[config.mk]
export PLATFORM = sky130hd
export DESIGN_NAME = lsbt_led_sink_blink_timer
export DESIGN_NICKNAME = d
export VERILOG_FILES = /design/src/common/lsbt_pkg.sv /design/src/core/lsbt_led_sink_blink_timer.sv /design/src/core/lsbt_sink_timer.sv
export SDC_FILE = /design/constraint.sdc
export NUM_CORES = 1
export LEC_CHECK = 0
export BUFFER_PORTS_ARGS = -buffer_cell sky130_fd_sc_hd__clkbuf_2
export CAP_MARGIN = 40
export CELL_PAD_IN_SITES_DETAIL_PLACEMENT = 1
export CELL_PAD_IN_SITES_GLOBAL_PLACEMENT = 1
export CORE_MARGIN = 2
export CORE_UTILIZATION = 53
export CTS_BUF_LIST = sky130_fd_sc_hd__clkbuf_16
export DETAILED_ROUTE_END_ITERATION = 6
export GPL_TIMING_DRIVEN = 0
export PLACE_DENSITY = 0.91
export SYNTH_ARGS = -nofsm -noshare
export SYNTH_HDL_FRONTEND = slang
export SYNTH_HIERARCHICAL = 1
export SYNTH_SLANG_ARGS = --single-unit
[constraint.sdc]
create_clock -name clk -period 7.9 [get_ports clk]
set_input_delay 1.58 -clock clk [delete_from_list [all_inputs] [get_ports clk]]
set_output_delay 1.58 -clock clk [all_outputs]
set_load 0.005 [all_outputs]
[src/common/lsbt_pkg.sv]
package lsbt_pkg;

  // ****************************************************************
  // Register map
  // ****************************************************************
  localparam logic [7:0] SINK_ENABLE_CONTROL_OFS   = 8'h10;
  localparam logic [7:0] SINK_BLINK_TIME_UPPER_OFS = 8'h11;
  localparam logic [7:0] SINK_ENABLE_CONTROL_RST   = 8'h00;
  localparam logic [7:0] SINK_BLINK_TIME_UPPER_RST = 8'h00;

  // ****************************************************************
  // Field layout
  // ****************************************************************
  localparam int NUM_SINKS         = 7;
  localparam int ENABLE_LSB        = 0;
  localparam int ENABLE_MSB        = 6;
  localparam int SHARED_ON_LSB     = 6;
  localparam int SINK_7_OFF_LSB    = 4;
  localparam int SINK_6_OFF_LSB    = 2;
  localparam int SINK_5_OFF_LSB    = 0;
  localparam logic [1:0] OFF_DISABLED = 2'h0;

  // ****************************************************************
  // Timing
  // ****************************************************************
  localparam int CLK_HZ      = 25_000_000;
  localparam int MS_PER_S    = 1000;
  localparam int TICK_CYC    = CLK_HZ / MS_PER_S;
  localparam int CYC_W       = 15;
  localparam int MS_W        = 11;
  localparam int ON_MS_0     = 200;
  localparam int ON_MS_1     = 600;
  localparam int ON_MS_2     = 800;
  localparam int ON_MS_3     = 1200;
  localparam int OFF_MS_1    = 600;
  localparam int OFF_MS_2    = 1200;
  localparam int OFF_MS_3    = 1800;

  typedef enum logic [1:0] {
    LSBT_IDLE = 2'h0,
    LSBT_ON   = 2'h1,
    LSBT_OFF  = 2'h3
  } lsbt_phase_e;

  function automatic logic [MS_W-1:0] lsbt_on_ms(input logic [1:0] sel);
    case (sel)
      2'h0:    lsbt_on_ms = MS_W'(ON_MS_0);
      2'h1:    lsbt_on_ms = MS_W'(ON_MS_1);
      2'h2:    lsbt_on_ms = MS_W'(ON_MS_2);
      default: lsbt_on_ms = MS_W'(ON_MS_3);
    endcase
  endfunction

  // A disabled off time returns zero; callers never count against it.
  function automatic logic [MS_W-1:0] lsbt_off_ms(input logic [1:0] sel);
    case (sel)
      2'h1:    lsbt_off_ms = MS_W'(OFF_MS_1);
      2'h2:    lsbt_off_ms = MS_W'(OFF_MS_2);
      2'h3:    lsbt_off_ms = MS_W'(OFF_MS_3);
      default: lsbt_off_ms = '0;
    endcase
  endfunction

endpackage

[src/core/lsbt_led_sink_blink_timer.sv]
`timescale 1ns/10ps
`default_nettype none
module lsbt_led_sink_blink_timer #(
  parameter int TICK_CYC_P = lsbt_pkg::TICK_CYC
) (
  input  wire logic                       clk,
  input  wire logic                       rst_n,
  input  wire logic [7:0]                 reg_addr,
  input  wire logic [7:0]                 reg_wdata,
  input  wire logic                       reg_wr,
  input  wire logic                       reg_rd,
  input  wire logic [7:0]                 sink_lo_off_time,
  output logic [7:0]                      reg_rdata_q,
  output logic [lsbt_pkg::NUM_SINKS-1:0]  sink_on_q
);
  import lsbt_pkg::*;

  // ****************************************************************
  // Register file
  // ****************************************************************
  logic [7:0]           ctl_q, ctl_d;
  logic [7:0]           time_q, time_d;
  logic [7:0]           reg_rdata_d;
  logic [2*NUM_SINKS-1:0] off_all;
  logic [NUM_SINKS-1:0] sink_on;

  always_comb begin
    ctl_d       = ctl_q;
    time_d      = time_q;
    reg_rdata_d = reg_rdata_q;
    if (reg_wr && reg_addr == SINK_ENABLE_CONTROL_OFS) begin
      // One write moves every enable in the same cycle.
      ctl_d = {1'b0, reg_wdata[ENABLE_MSB:ENABLE_LSB]};
    end
    if (reg_wr && reg_addr == SINK_BLINK_TIME_UPPER_OFS) begin
      time_d = reg_wdata;
    end
    if (reg_rd) begin
      case (reg_addr)
        SINK_ENABLE_CONTROL_OFS:   reg_rdata_d = ctl_q;
        SINK_BLINK_TIME_UPPER_OFS: reg_rdata_d = time_q;
        default:                   reg_rdata_d = 8'h00;
      endcase
    end
  end

  always_ff @(posedge clk) begin
    if (!rst_n) begin
      ctl_q       <= SINK_ENABLE_CONTROL_RST;
      time_q      <= SINK_BLINK_TIME_UPPER_RST;
      reg_rdata_q <= 8'h00;
    end else begin
      ctl_q       <= ctl_d;
      time_q      <= time_d;
      reg_rdata_q <= reg_rdata_d;
    end
  end

  // ****************************************************************
  // Per-sink timers
  // ****************************************************************
  // Sinks one to four take their off times from the neighbouring register.
  assign off_all = {time_q[SINK_7_OFF_LSB+:2], time_q[SINK_6_OFF_LSB+:2],
                    time_q[SINK_5_OFF_LSB+:2], sink_lo_off_time};

  for (genvar i = 0; i < NUM_SINKS; i++) begin : g_sink
    lsbt_sink_timer #(
      .TICK_CYC_P (TICK_CYC_P)
    ) u_timer (
      .clk             (clk),
      .rst_n           (rst_n),
      .sink_n_enable   (ctl_q[i]),
      .shared_on_time  (time_q[SHARED_ON_LSB+:2]),
      .sink_n_off_time (off_all[2*i+:2]),
      .sink_on_q       (sink_on[i])
    );
  end

  assign sink_on_q = sink_on;

  // ****************************************************************
  // Checks
  // ****************************************************************
  property p_lo_off;
    @(posedge clk) disable iff (!rst_n)
      (ctl_q[3:0] == 4'h0) |=> sink_on_q[3:0] == 4'h0;
  endproperty
  a_lo_off: assert property (p_lo_off) else $error("low sinks not off");

  property p_hi_en;
    @(posedge clk) disable iff (!rst_n)
      (reg_wr && reg_addr == SINK_ENABLE_CONTROL_OFS)
      |=> ctl_q == {1'b0, $past(reg_wdata[6:0])} ##1
          (sink_on_q[6:4] & ~ctl_q[6:4]) == 3'h0;
  endproperty
  a_hi_en: assert property (p_hi_en) else $error("high enables wrong");

  property p_time_map;
    @(posedge clk) disable iff (!rst_n)
      (reg_wr && reg_addr == SINK_BLINK_TIME_UPPER_OFS)
      |=> off_all[13:8] == $past(reg_wdata[5:0])
          && time_q[7:6] == $past(reg_wdata[7:6]);
  endproperty
  a_time_map: assert property (p_time_map) else $error("timing map wrong");

  property p_group;
    @(posedge clk) disable iff (!rst_n)
      (ctl_q == 8'h00 && reg_wr && reg_addr == SINK_ENABLE_CONTROL_OFS)
      |-> ##2 sink_on_q == $past(reg_wdata[6:0], 2);
  endproperty
  a_group: assert property (p_group) else $error("group start skewed");

  property p_on_then_off;
    @(posedge clk) disable iff (!rst_n)
      ($fell(sink_on_q[0]) && ctl_q[0]) |-> off_all[1:0] != OFF_DISABLED;
  endproperty
  a_on_then_off: assert property (p_on_then_off) else $error("bad turn off");

  property p_rd_ctl;
    @(posedge clk) disable iff (!rst_n)
      (reg_rd && reg_addr == SINK_ENABLE_CONTROL_OFS)
      |=> reg_rdata_q == $past(ctl_q);
  endproperty
  a_rd_ctl: assert property (p_rd_ctl) else $error("enable readback wrong");

  property p_rd_time;
    @(posedge clk) disable iff (!rst_n)
      (reg_rd && reg_addr == SINK_BLINK_TIME_UPPER_OFS)
      |=> reg_rdata_q == $past(time_q);
  endproperty
  a_rd_time: assert property (p_rd_time) else $error("timing readback wrong");

  property p_rsvd;
    @(posedge clk) disable iff (!rst_n)
      (reg_rd && reg_addr == SINK_ENABLE_CONTROL_OFS) |=> !reg_rdata_q[7];
  endproperty
  a_rsvd: assert property (p_rsvd) else $error("reserved bit set");

  property p_rd_unmapped;
    @(posedge clk) disable iff (!rst_n)
      (reg_rd && reg_addr != SINK_ENABLE_CONTROL_OFS
       && reg_addr != SINK_BLINK_TIME_UPPER_OFS) |=> reg_rdata_q == 8'h00;
  endproperty
  a_rd_unmapped: assert property (p_rd_unmapped) else $error("unmapped read");

  property p_rd_hold;
    @(posedge clk) disable iff (!rst_n)
      !reg_rd |=> $stable(reg_rdata_q);
  endproperty
  a_rd_hold: assert property (p_rd_hold) else $error("read data moved");

  property p_wr_hold;
    @(posedge clk) disable iff (!rst_n)
      !reg_wr |=> $stable(ctl_q) && $stable(time_q);
  endproperty
  a_wr_hold: assert property (p_wr_hold) else $error("register moved");

  property p_hi_off;
    @(posedge clk) disable iff (!rst_n)
      (ctl_q[6:4] == 3'h0) |=> sink_on_q[6:4] == 3'h0;
  endproperty
  a_hi_off: assert property (p_hi_off) else $error("high sinks not off");

  property p_steady_six;
    @(posedge clk) disable iff (!rst_n)
      (ctl_q[5] && $past(ctl_q[5]) && time_q[SINK_6_OFF_LSB+:2] == OFF_DISABLED)
      |=> sink_on_q[5];
  endproperty
  a_steady_six: assert property (p_steady_six) else $error("sink 6 not on");

endmodule
`default_nettype wire

[src/core/lsbt_sink_timer.sv]
`timescale 1ns/10ps
`default_nettype none
module lsbt_sink_timer #(
  parameter int TICK_CYC_P = 25000
) (
  input  wire logic       clk,
  input  wire logic       rst_n,
  input  wire logic       sink_n_enable,
  input  wire logic [1:0] shared_on_time,
  input  wire logic [1:0] sink_n_off_time,
  output logic            sink_on_q
);
  import lsbt_pkg::*;

  lsbt_phase_e           phase_q, phase_d;
  logic [CYC_W-1:0]      cyc_q, cyc_d;
  logic [MS_W-1:0]       ms_q, ms_d;
  logic                  sink_on_d;
  logic                  tick;
  logic                  blinking;

  assign tick     = (cyc_q == CYC_W'(TICK_CYC_P - 1));
  assign blinking = (sink_n_off_time != OFF_DISABLED);

  always_comb begin
    phase_d   = phase_q;
    cyc_d     = tick ? '0 : cyc_q + CYC_W'(1);
    ms_d      = tick ? ms_q + MS_W'(1) : ms_q;
    case (phase_q)
      LSBT_IDLE: begin
        cyc_d = '0;
        ms_d  = '0;
        if (sink_n_enable) begin
          phase_d = LSBT_ON;
        end
      end
      LSBT_ON: begin
        if (!blinking) begin
          // Held on; timers parked so a later off time gets a full on phase.
          cyc_d = '0;
          ms_d  = '0;
        end else if (tick && ms_q == lsbt_on_ms(shared_on_time) - 1) begin
          phase_d = LSBT_OFF;
          ms_d    = '0;
        end
      end
      LSBT_OFF: begin
        if (!blinking) begin
          phase_d = LSBT_ON;
          cyc_d   = '0;
          ms_d    = '0;
        end else if (tick && ms_q == lsbt_off_ms(sink_n_off_time) - 1) begin
          phase_d = LSBT_ON;
          ms_d    = '0;
        end
      end
      default: begin
        phase_d = LSBT_IDLE;
        cyc_d   = '0;
        ms_d    = '0;
      end
    endcase
    if (!sink_n_enable) begin
      phase_d = LSBT_IDLE;
      cyc_d   = '0;
      ms_d    = '0;
    end
    sink_on_d = (phase_d == LSBT_ON);
  end

  always_ff @(posedge clk) begin
    if (!rst_n) begin
      phase_q   <= LSBT_IDLE;
      cyc_q     <= '0;
      ms_q      <= '0;
      sink_on_q <= 1'b0;
    end else begin
      phase_q   <= phase_d;
      cyc_q     <= cyc_d;
      ms_q      <= ms_d;
      sink_on_q <= sink_on_d;
    end
  end

  // ****************************************************************
  // Checks
  // ****************************************************************
  property p_on_len;
    @(posedge clk) disable iff (!rst_n)
      (phase_q == LSBT_ON ##1 phase_q == LSBT_OFF)
      |-> ($past(ms_q) == lsbt_on_ms($past(shared_on_time)) - 1) && !sink_on_q;
  endproperty
  a_on_len: assert property (p_on_len) else $error("on phase length wrong");

  property p_off_len;
    @(posedge clk) disable iff (!rst_n)
      (phase_q == LSBT_OFF && blinking ##1 phase_q == LSBT_ON)
      |-> $past(ms_q) == lsbt_off_ms($past(sink_n_off_time)) - 1;
  endproperty
  a_off_len: assert property (p_off_len) else $error("off phase length wrong");

  property p_off_ends;
    @(posedge clk) disable iff (!rst_n)
      (phase_q == LSBT_OFF && sink_n_enable && blinking && tick
       && ms_q == lsbt_off_ms(sink_n_off_time) - 1) |=> sink_on_q;
  endproperty
  a_off_ends: assert property (p_off_ends) else $error("sink not back on");

  property p_steady;
    @(posedge clk) disable iff (!rst_n)
      (sink_n_enable && !blinking && phase_q != LSBT_IDLE) |=> sink_on_q;
  endproperty
  a_steady: assert property (p_steady) else $error("steady sink not on");

  property p_start;
    @(posedge clk) disable iff (!rst_n)
      $rose(sink_n_enable) |=> sink_on_q && ms_q == '0 && cyc_q == '0;
  endproperty
  a_start: assert property (p_start) else $error("enable did not start");

  property p_clear;
    @(posedge clk) disable iff (!rst_n)
      !sink_n_enable |=> phase_q == LSBT_IDLE && ms_q == '0 && !sink_on_q;
  endproperty
  a_clear: assert property (p_clear) else $error("disable did not reset");

endmodule
`default_nettype wire

Word-level counts from Yosys, hierarchy flattened
Index checks and enable logic that the tools add are counted.
{"block": "totals", "reg_bits": 226, "inputBits": 28, "out_inout_bits": 15, "word_cells": 321}
{"block": "op_classes", "addsub": 28, "n_eq_ne": 67, "n_mux": 121, "n_bitwise": 22, "n_reduce_logical": 52}
{"cell": "$mux 11", "count": 63}
{"cell": "$eq 11x32->1", "count": 14}
{"cell": "$pmux 11 s3", "count": 8}
{"cell": "$sub 11x1->12 const B", "count": 14}
{"cell": "$pmux 11 s2", "count": 7}
{"cell": "$add 15x1->15 const B", "count": 7}
{"cell": "$eq 15x15->1 const B", "count": 7}
{"cell": "$add 11x1->11 const B", "count": 7}
{"cell": "$mux 2", "count": 35}
{"cell": "$eq 2x1->1 const B", "count": 22}
{"cell": "$eq 2x2->1 const B", "count": 22}
{"cell": "$pmux 2 s3", "count": 7}
{"cell": "$reduce_or 5->1", "count": 7}
{"cell": "$not 1->1", "count": 22}
{"cell": "$eq 8x5->1 const B", "count": 2}
{"cell": "$logic_and 1x1->1", "count": 16}
{"cell": "$logic_not 2->1", "count": 8}
{"cell": "$pmux 8 s2", "count": 1}
{"cell": "$reduce_and 2->1", "count": 7}
{"cell": "$reduce_bool 2->1", "count": 7}
{"cell": "$reduce_or 2->1", "count": 7}

Depth between registers and ports, before layout
{"block": "logic_depth", "word_depth": 12, "mapped_depth": 8, "ltp_nobuf": 7}

Hierarchy
Netlist, hierarchy kept.
{"module": "lsbt_sink_timer at g_sink[0].u_timer ...", "n_inst": 5, "cells_per_inst": 190, "area_each_um2": 1704.1, "seq_area_each_um2": 580.6}
{"module": "lsbt_sink_timer at g_sink[3].u_timer", "n_inst": 1, "cells_per_inst": 198, "area_each_um2": 1755.4, "seq_area_each_um2": 580.6}
{"module": "lsbt_sink_timer at g_sink[6].u_timer", "n_inst": 1, "cells_per_inst": 198, "area_each_um2": 1727.9, "seq_area_each_um2": 580.6}
{"module": "lsbt_led_sink_blink_timer", "n_inst": 1, "cells_per_inst": 103, "area_each_um2": 1042.2, "seq_area_each_um2": 460.4}

Least setup slack after synthesis
OpenSTA, ideal clock, no wires.
{"block": "synth_path", "path_type": "input port to flip-flop", "startpoint": "in sink_lo_off_time[6]", "endpoint": "reg g_sink[3].u_timer.ms_q[4]", "arrival_ns": 2.986, "setup_slack_ns": 4.792, "cell_stages": 7, "path_buffers": 0, "path_cell_list": "inv_1 > ha_1 > xnor2_1 > nor4_1 > nand4_1 > a22o_1 > o21bai_1"}
{"block": "synth_between", "elab_chain_len": 10, "word_cells_on_any_way": 14}
{"element": "start: declaration", "line_no": "lsbt_led_sink_blink_timer.sv:12", "text": "input wire logic [7:0] sink_lo_off_time,"}
{"element": "$eq 2x2->1 or $eq 2x1->1 (tied branches)", "line_no": "lsbt_pkg.sv:56", "text": "case (sel)"}
{"element": "$pmux 11 s3", "line_no": "lsbt_pkg.sv:56"}
{"element": "$mux 11", "line_no": "lsbt_sink_timer.sv:48", "text": "if (!blinking) begin"}
{"element": "$mux 11", "line_no": "lsbt_sink_timer.sv:29", "text": "case (phase_q)"}
{"element": "$sub 11x1->12", "line_no": "lsbt_sink_timer.sv:52", "text": "end else if (tick && ms_q == lsbt_off_ms(sink_n_off_time) - 1) begin"}
{"element": "$eq 11x32->1", "line_no": "lsbt_sink_timer.sv:52"}
{"element": "$logic_and 1x1->1", "line_no": "lsbt_sink_timer.sv:52"}
{"element": "$mux 11", "line_no": "lsbt_sink_timer.sv:52"}
{"element": "$mux 11", "line_no": "lsbt_sink_timer.sv:48"}
{"element": "$pmux 11 s2 (*)", "line_no": "lsbt_sink_timer.sv:29"}
{"element": "end signal: assignment", "line_no": "lsbt_sink_timer.sv:80", "text": "ms_q <= ms_d;"}
{"element": "end: declaration", "line_no": "lsbt_sink_timer.sv:17", "text": "logic [MS_W-1:0] ms_q, ms_d;"}
Every way passes the cells marked *; elsewhere a longest branch is shown, timed or not. The select of a mux whose other input is x is not followed.
A chain may end at the register's enable or synchronous reset.

Final worst setup path
{"block": "layout_path", "startpoint": "in rst_n", "endpoint": "reg g_sink[0].u_timer.cyc_q[10]"}
{"block": "layout_between", "elab_chain_len": 2}
{"element": "start: declaration", "line_no": "lsbt_led_sink_blink_timer.sv:7", "text": "input wire logic rst_n,"}
{"element": "$not 1->1 (no source line)"}
{"element": "$reduce_or 5->1 (no source line)"}
{"element": "end signal: assignment", "line_no": "lsbt_sink_timer.sv:79", "text": "cyc_q <= cyc_d;"}
{"element": "end: declaration", "line_no": "lsbt_sink_timer.sv:16", "text": "logic [CYC_W-1:0] cyc_q, cyc_d;"}
Every way passes these cells.

==> summary.md <==
| Metric | Value |
|---|---|
| Router iterations before antenna repair | `5` |
| WP data required | `8360 ps` |
| Fill count | `about 2800` |
| Synth top area cells | `dfxtp_1, ha_1, xnor2_1` |
| GRT Total Usage | `29.2%` |
| CP endpoint kind | `flop` |
| CTS Buffer Depth | `3` |
| Synth Net Count | `around 1600` |
| Asr flop ratio synth | `0%` |
| Vias | `~12000` |
| Clock skew | `12.6 ps` |
| Hold_buf cts | `0` |
| CTS tree | `yes` |
| Most frequent cell after synthesis | `dfxtp_1` |
| Synth top area share | `about a third` |
| WS Path Type | `input port to flop` |
| Sink Count | `around 230` |
| Antenna violations before repair | `1` |
| Overflow after GRT | `0` |
| Slew Limit Fails | `0` |
| Fin crit share | `41.8%` |
| IO Pins | `43` |
| Routed wire per std cell | `slightly above 20 um` |
| Slowest CP cell | `nor3_1` |
| Top post-synthesis cells by count | `dfxtp_1, nor2_1, nand3_1` |
| Yosys cell types | `70` |
| Number of synthesized register bits | `roughly 230` |
| Setup_tns | `0 ps` |
| Die area | `0.0259 sq mm` |
| Clk_lat worst skew | `540 ps` |
| Num CTS Buffers | `26` |
| Relative slew slack | `a little under two fifths` |
| Fin nets | `1633` |
| WP data arrival | `between 3000 and 4000 ps` |
| Wirelength, routed | `38400 um` |
| Synthesized area | `0.0130 sq mm` |
| First-pass GRT wire length | `63100 um` |
| Core area | `0.0242 sq mm` |
| Power per cell area | `167 mW/mm^2` |
| Min Tclk post-route | `approximately 3300 ps` |
| Measured slew at the worst slew-check pin | `942 ps` |
| Die W | `between 150 and 200 um` |
| Max-Cap Viols | `0` |
| Fmax | `around 0.30 GHz` |
| Drt via density | `6.17` |
| Power, Total | `2.43 mW` |
| Root buf cell | `clkbuf_16` |
| Clock-pin slew on the worst setup and hold paths | `60 ps` |
| Post-CTS setup buffers | `0` |
| Drt drc | `0` |
| Post-route ant nets | `0` |
| Port bufs | `41` |
| Worst hold-check path type | `flop to flop` |
| Startpoint types | `input port` |
| Seq/Total Area, Yosys | `34.7%` |
| Leakage power | `5.07 nW` |
| Post-synth top area cell | `dfxtp_1` |
| Routability Congestion | `0.843` |
| Maximum VDD drop | `0.173 mV` |
| Pre-CTS WS | `between 4000 and 5000 ps` |
| Area of the multi-input gates | `0.00803 sq mm` |
| Synth Warn # | `6` |
| Post-synth EDFFs | `0` |
| Rows | `57` |
| Final Hold Viols | `0` |
| R2R depth | `8` |
| Vias in the first global route | `12400` |
| Min-Delay Path Depth | `1` |
| # setup viols final | `0` |
| Most used DFF post-synth | `dfxtp_1` |
| Cells after synthesis | `between 1000 and 1500` |
| Share of cells above drive strength 1 | `about an eighth` |
| Sequential cell area | `0.00452 sq mm` |
| Cell Chain, Critical Path | `clkbuf_2 > nand2_1 > nor3_1 > nand2_1 > buf_2 > nor2_1` |
| RSZ-0062 raised after global routing | `no` |
| Crit path max fanout | `20` |
| Syn_area_per_cell | `9.00 sq um` |
| CTS H-tree depth | `1` |
| Post-route setup slack | `4600 ps` |
| Chip Height | `161 um` |
| Pin count of the biggest net entering global routing | `21` |
| Layout area overhead | `11.7%` |
| WHS | `457 ps` |
| Starting Density | `53.8%` |
| Drt first-iter violations | `640` |
| Dpl hpwl | `25000 um` |
| CP max stage delay | `750 ps` |
| Status | `finished clean` |
| Most frequent CP cell | `nand2_1` |
| Post-cts sizing count | `0` |
[cell type report]
type / count / share of cell area, %
Antenna cell: 2 / 0.0343
Buffer: 39 / 1.67
Clock buffer: 27 / 4.64
Clock inverter: 19 / 1.28
Inverter: 66 / 1.70
Multi-Input combinational cell: 1118 / 55.1
Sequential cell: 226 / 31.0
Tap cell: 324 / 2.78
Timing Repair Buffer: 44 / 1.73
[cells by family (layout without fill, tap and decap cells)]
logic type                 after synthesis  count (layout)  share of synthesized area [%]
other                                    0               2                              0
adders and majority gates               84              84                           8.06
muxes                                   36              36                           2.83
xor gates and xnor gates               167             167                           11.2
buffers and inverters                  105             195                           3.76
DFF                                    226             226                           34.7
AOI/OAI and AO/OA                      185             185                           9.43
and+or+nand+nor                        646             646                           30.0
[where the power goes]
group	leakage, nW	internal, mW	switching, mW	total [mW]
combinational	2.81	0.0204	0.0315	0.0519
clock	0.440	0.743	0.497	1.24
sequential	1.82	1.14	0.000233	1.14
total	5.07	1.90	0.529	2.43
[flip-flops by register name (all words and copies together), names as in the netlist]
| signal | count |
|---|---|
| time_q | 8 |
| ctl_q | 7 |
| reg_rdata_q | 8 |
| g_sink.u_timer/cyc_q | 105 |
| g_sink.u_timer/phase_q | 14 |
| g_sink.u_timer/ms_q | 77 |
| g_sink.u_timer/sink_on_q | 7 |
[path summary, 6_finish.rpt]
check                                           startpoint                     endpoint  slack, ps
worst min-delay path            g_sink[6].u_timer/cyc_q[0]   g_sink[6].u_timer/cyc_q[0]        460
worst min register to register  g_sink[6].u_timer/cyc_q[0]   g_sink[6].u_timer/cyc_q[0]        460
worst max register to register                   time_q[6]    g_sink[6].u_timer/ms_q[9]       4710
worst max-delay path                                 rst_n  g_sink[0].u_timer/cyc_q[10]       4600
[critical path: cells and delay by family]
family / cells / cell delay, ps
buffers and inverters: 2 / 750
and+or+nand+nor: 4 / 1410
[per-stage QoR]
| step | utilization, % | area (sq um) | cells |
|---|---|---|---|
| final | 60.1 | 14600 | 1865 |
| after floorplan | - | 13000 | 1449 |
| after CTS | 60.1 | 14600 | 1863 |
| after detailed placement | 56.5 | 13700 | 1817 |
| after global routing | 60.1 | 14600 | 1864 |
| after global placement | 56.3 | 13700 | 1814 |
[placed cells by master, fill, tap and decap left out, types with 8 or more instances in the layout]
| cell | synthesis | layout |
|---|---|---|
| nor4_4 | 17 | 17 |
| nor3_1 | 22 | 22 |
| dfxtp_1 | 226 | 226 |
| nand4bb_1 | 17 | 17 |
| or4b_2 | 18 | 18 |
| a21oi_1 | 50 | 50 |
| clkbuf_16 | 0 | 27 |
| a211oi_1 | 13 | 13 |
| nand4_1 | 34 | 34 |
| a41oi_1 | 15 | 15 |
| a31oi_1 | 12 | 12 |
| clkbuf_1 | 13 | 13 |
| nand4b_1 | 12 | 12 |
| or4b_1 | 9 | 9 |
| buf_2 | 9 | 10 |
| and3_1 | 25 | 25 |
| xnor2_1 | 99 | 99 |
| nand2b_1 | 15 | 15 |
| nand3_1 | 112 | 112 |
| mux2i_1 | 29 | 29 |
| ha_1 | 84 | 84 |
| nor4_1 | 25 | 25 |
| or2_2 | 8 | 8 |
| a22oi_1 | 12 | 12 |
| buf_6 | 8 | 8 |
| xor2_1 | 68 | 68 |
| nand2_1 | 107 | 107 |
| inv_1 | 66 | 70 |
| o21ai_0 | 19 | 19 |
| or3_1 | 17 | 17 |
| clkbuf_2 | 6 | 47 |
| nand3b_1 | 17 | 17 |
| nor2_1 | 137 | 137 |
| a21boi_0 | 8 | 8 |
| o22ai_1 | 15 | 15 |
[per-layer routing]
layer	track usage [%]	vias up	wire, um
li1	-	5363	-
met5	0	-	0
met4	12.3	0	1430
met3	4.11	138	1570
met2	53.3	344	19700
met1	34.2	5666	15800
Note: power is estimated with default switching activity, not from simulation.
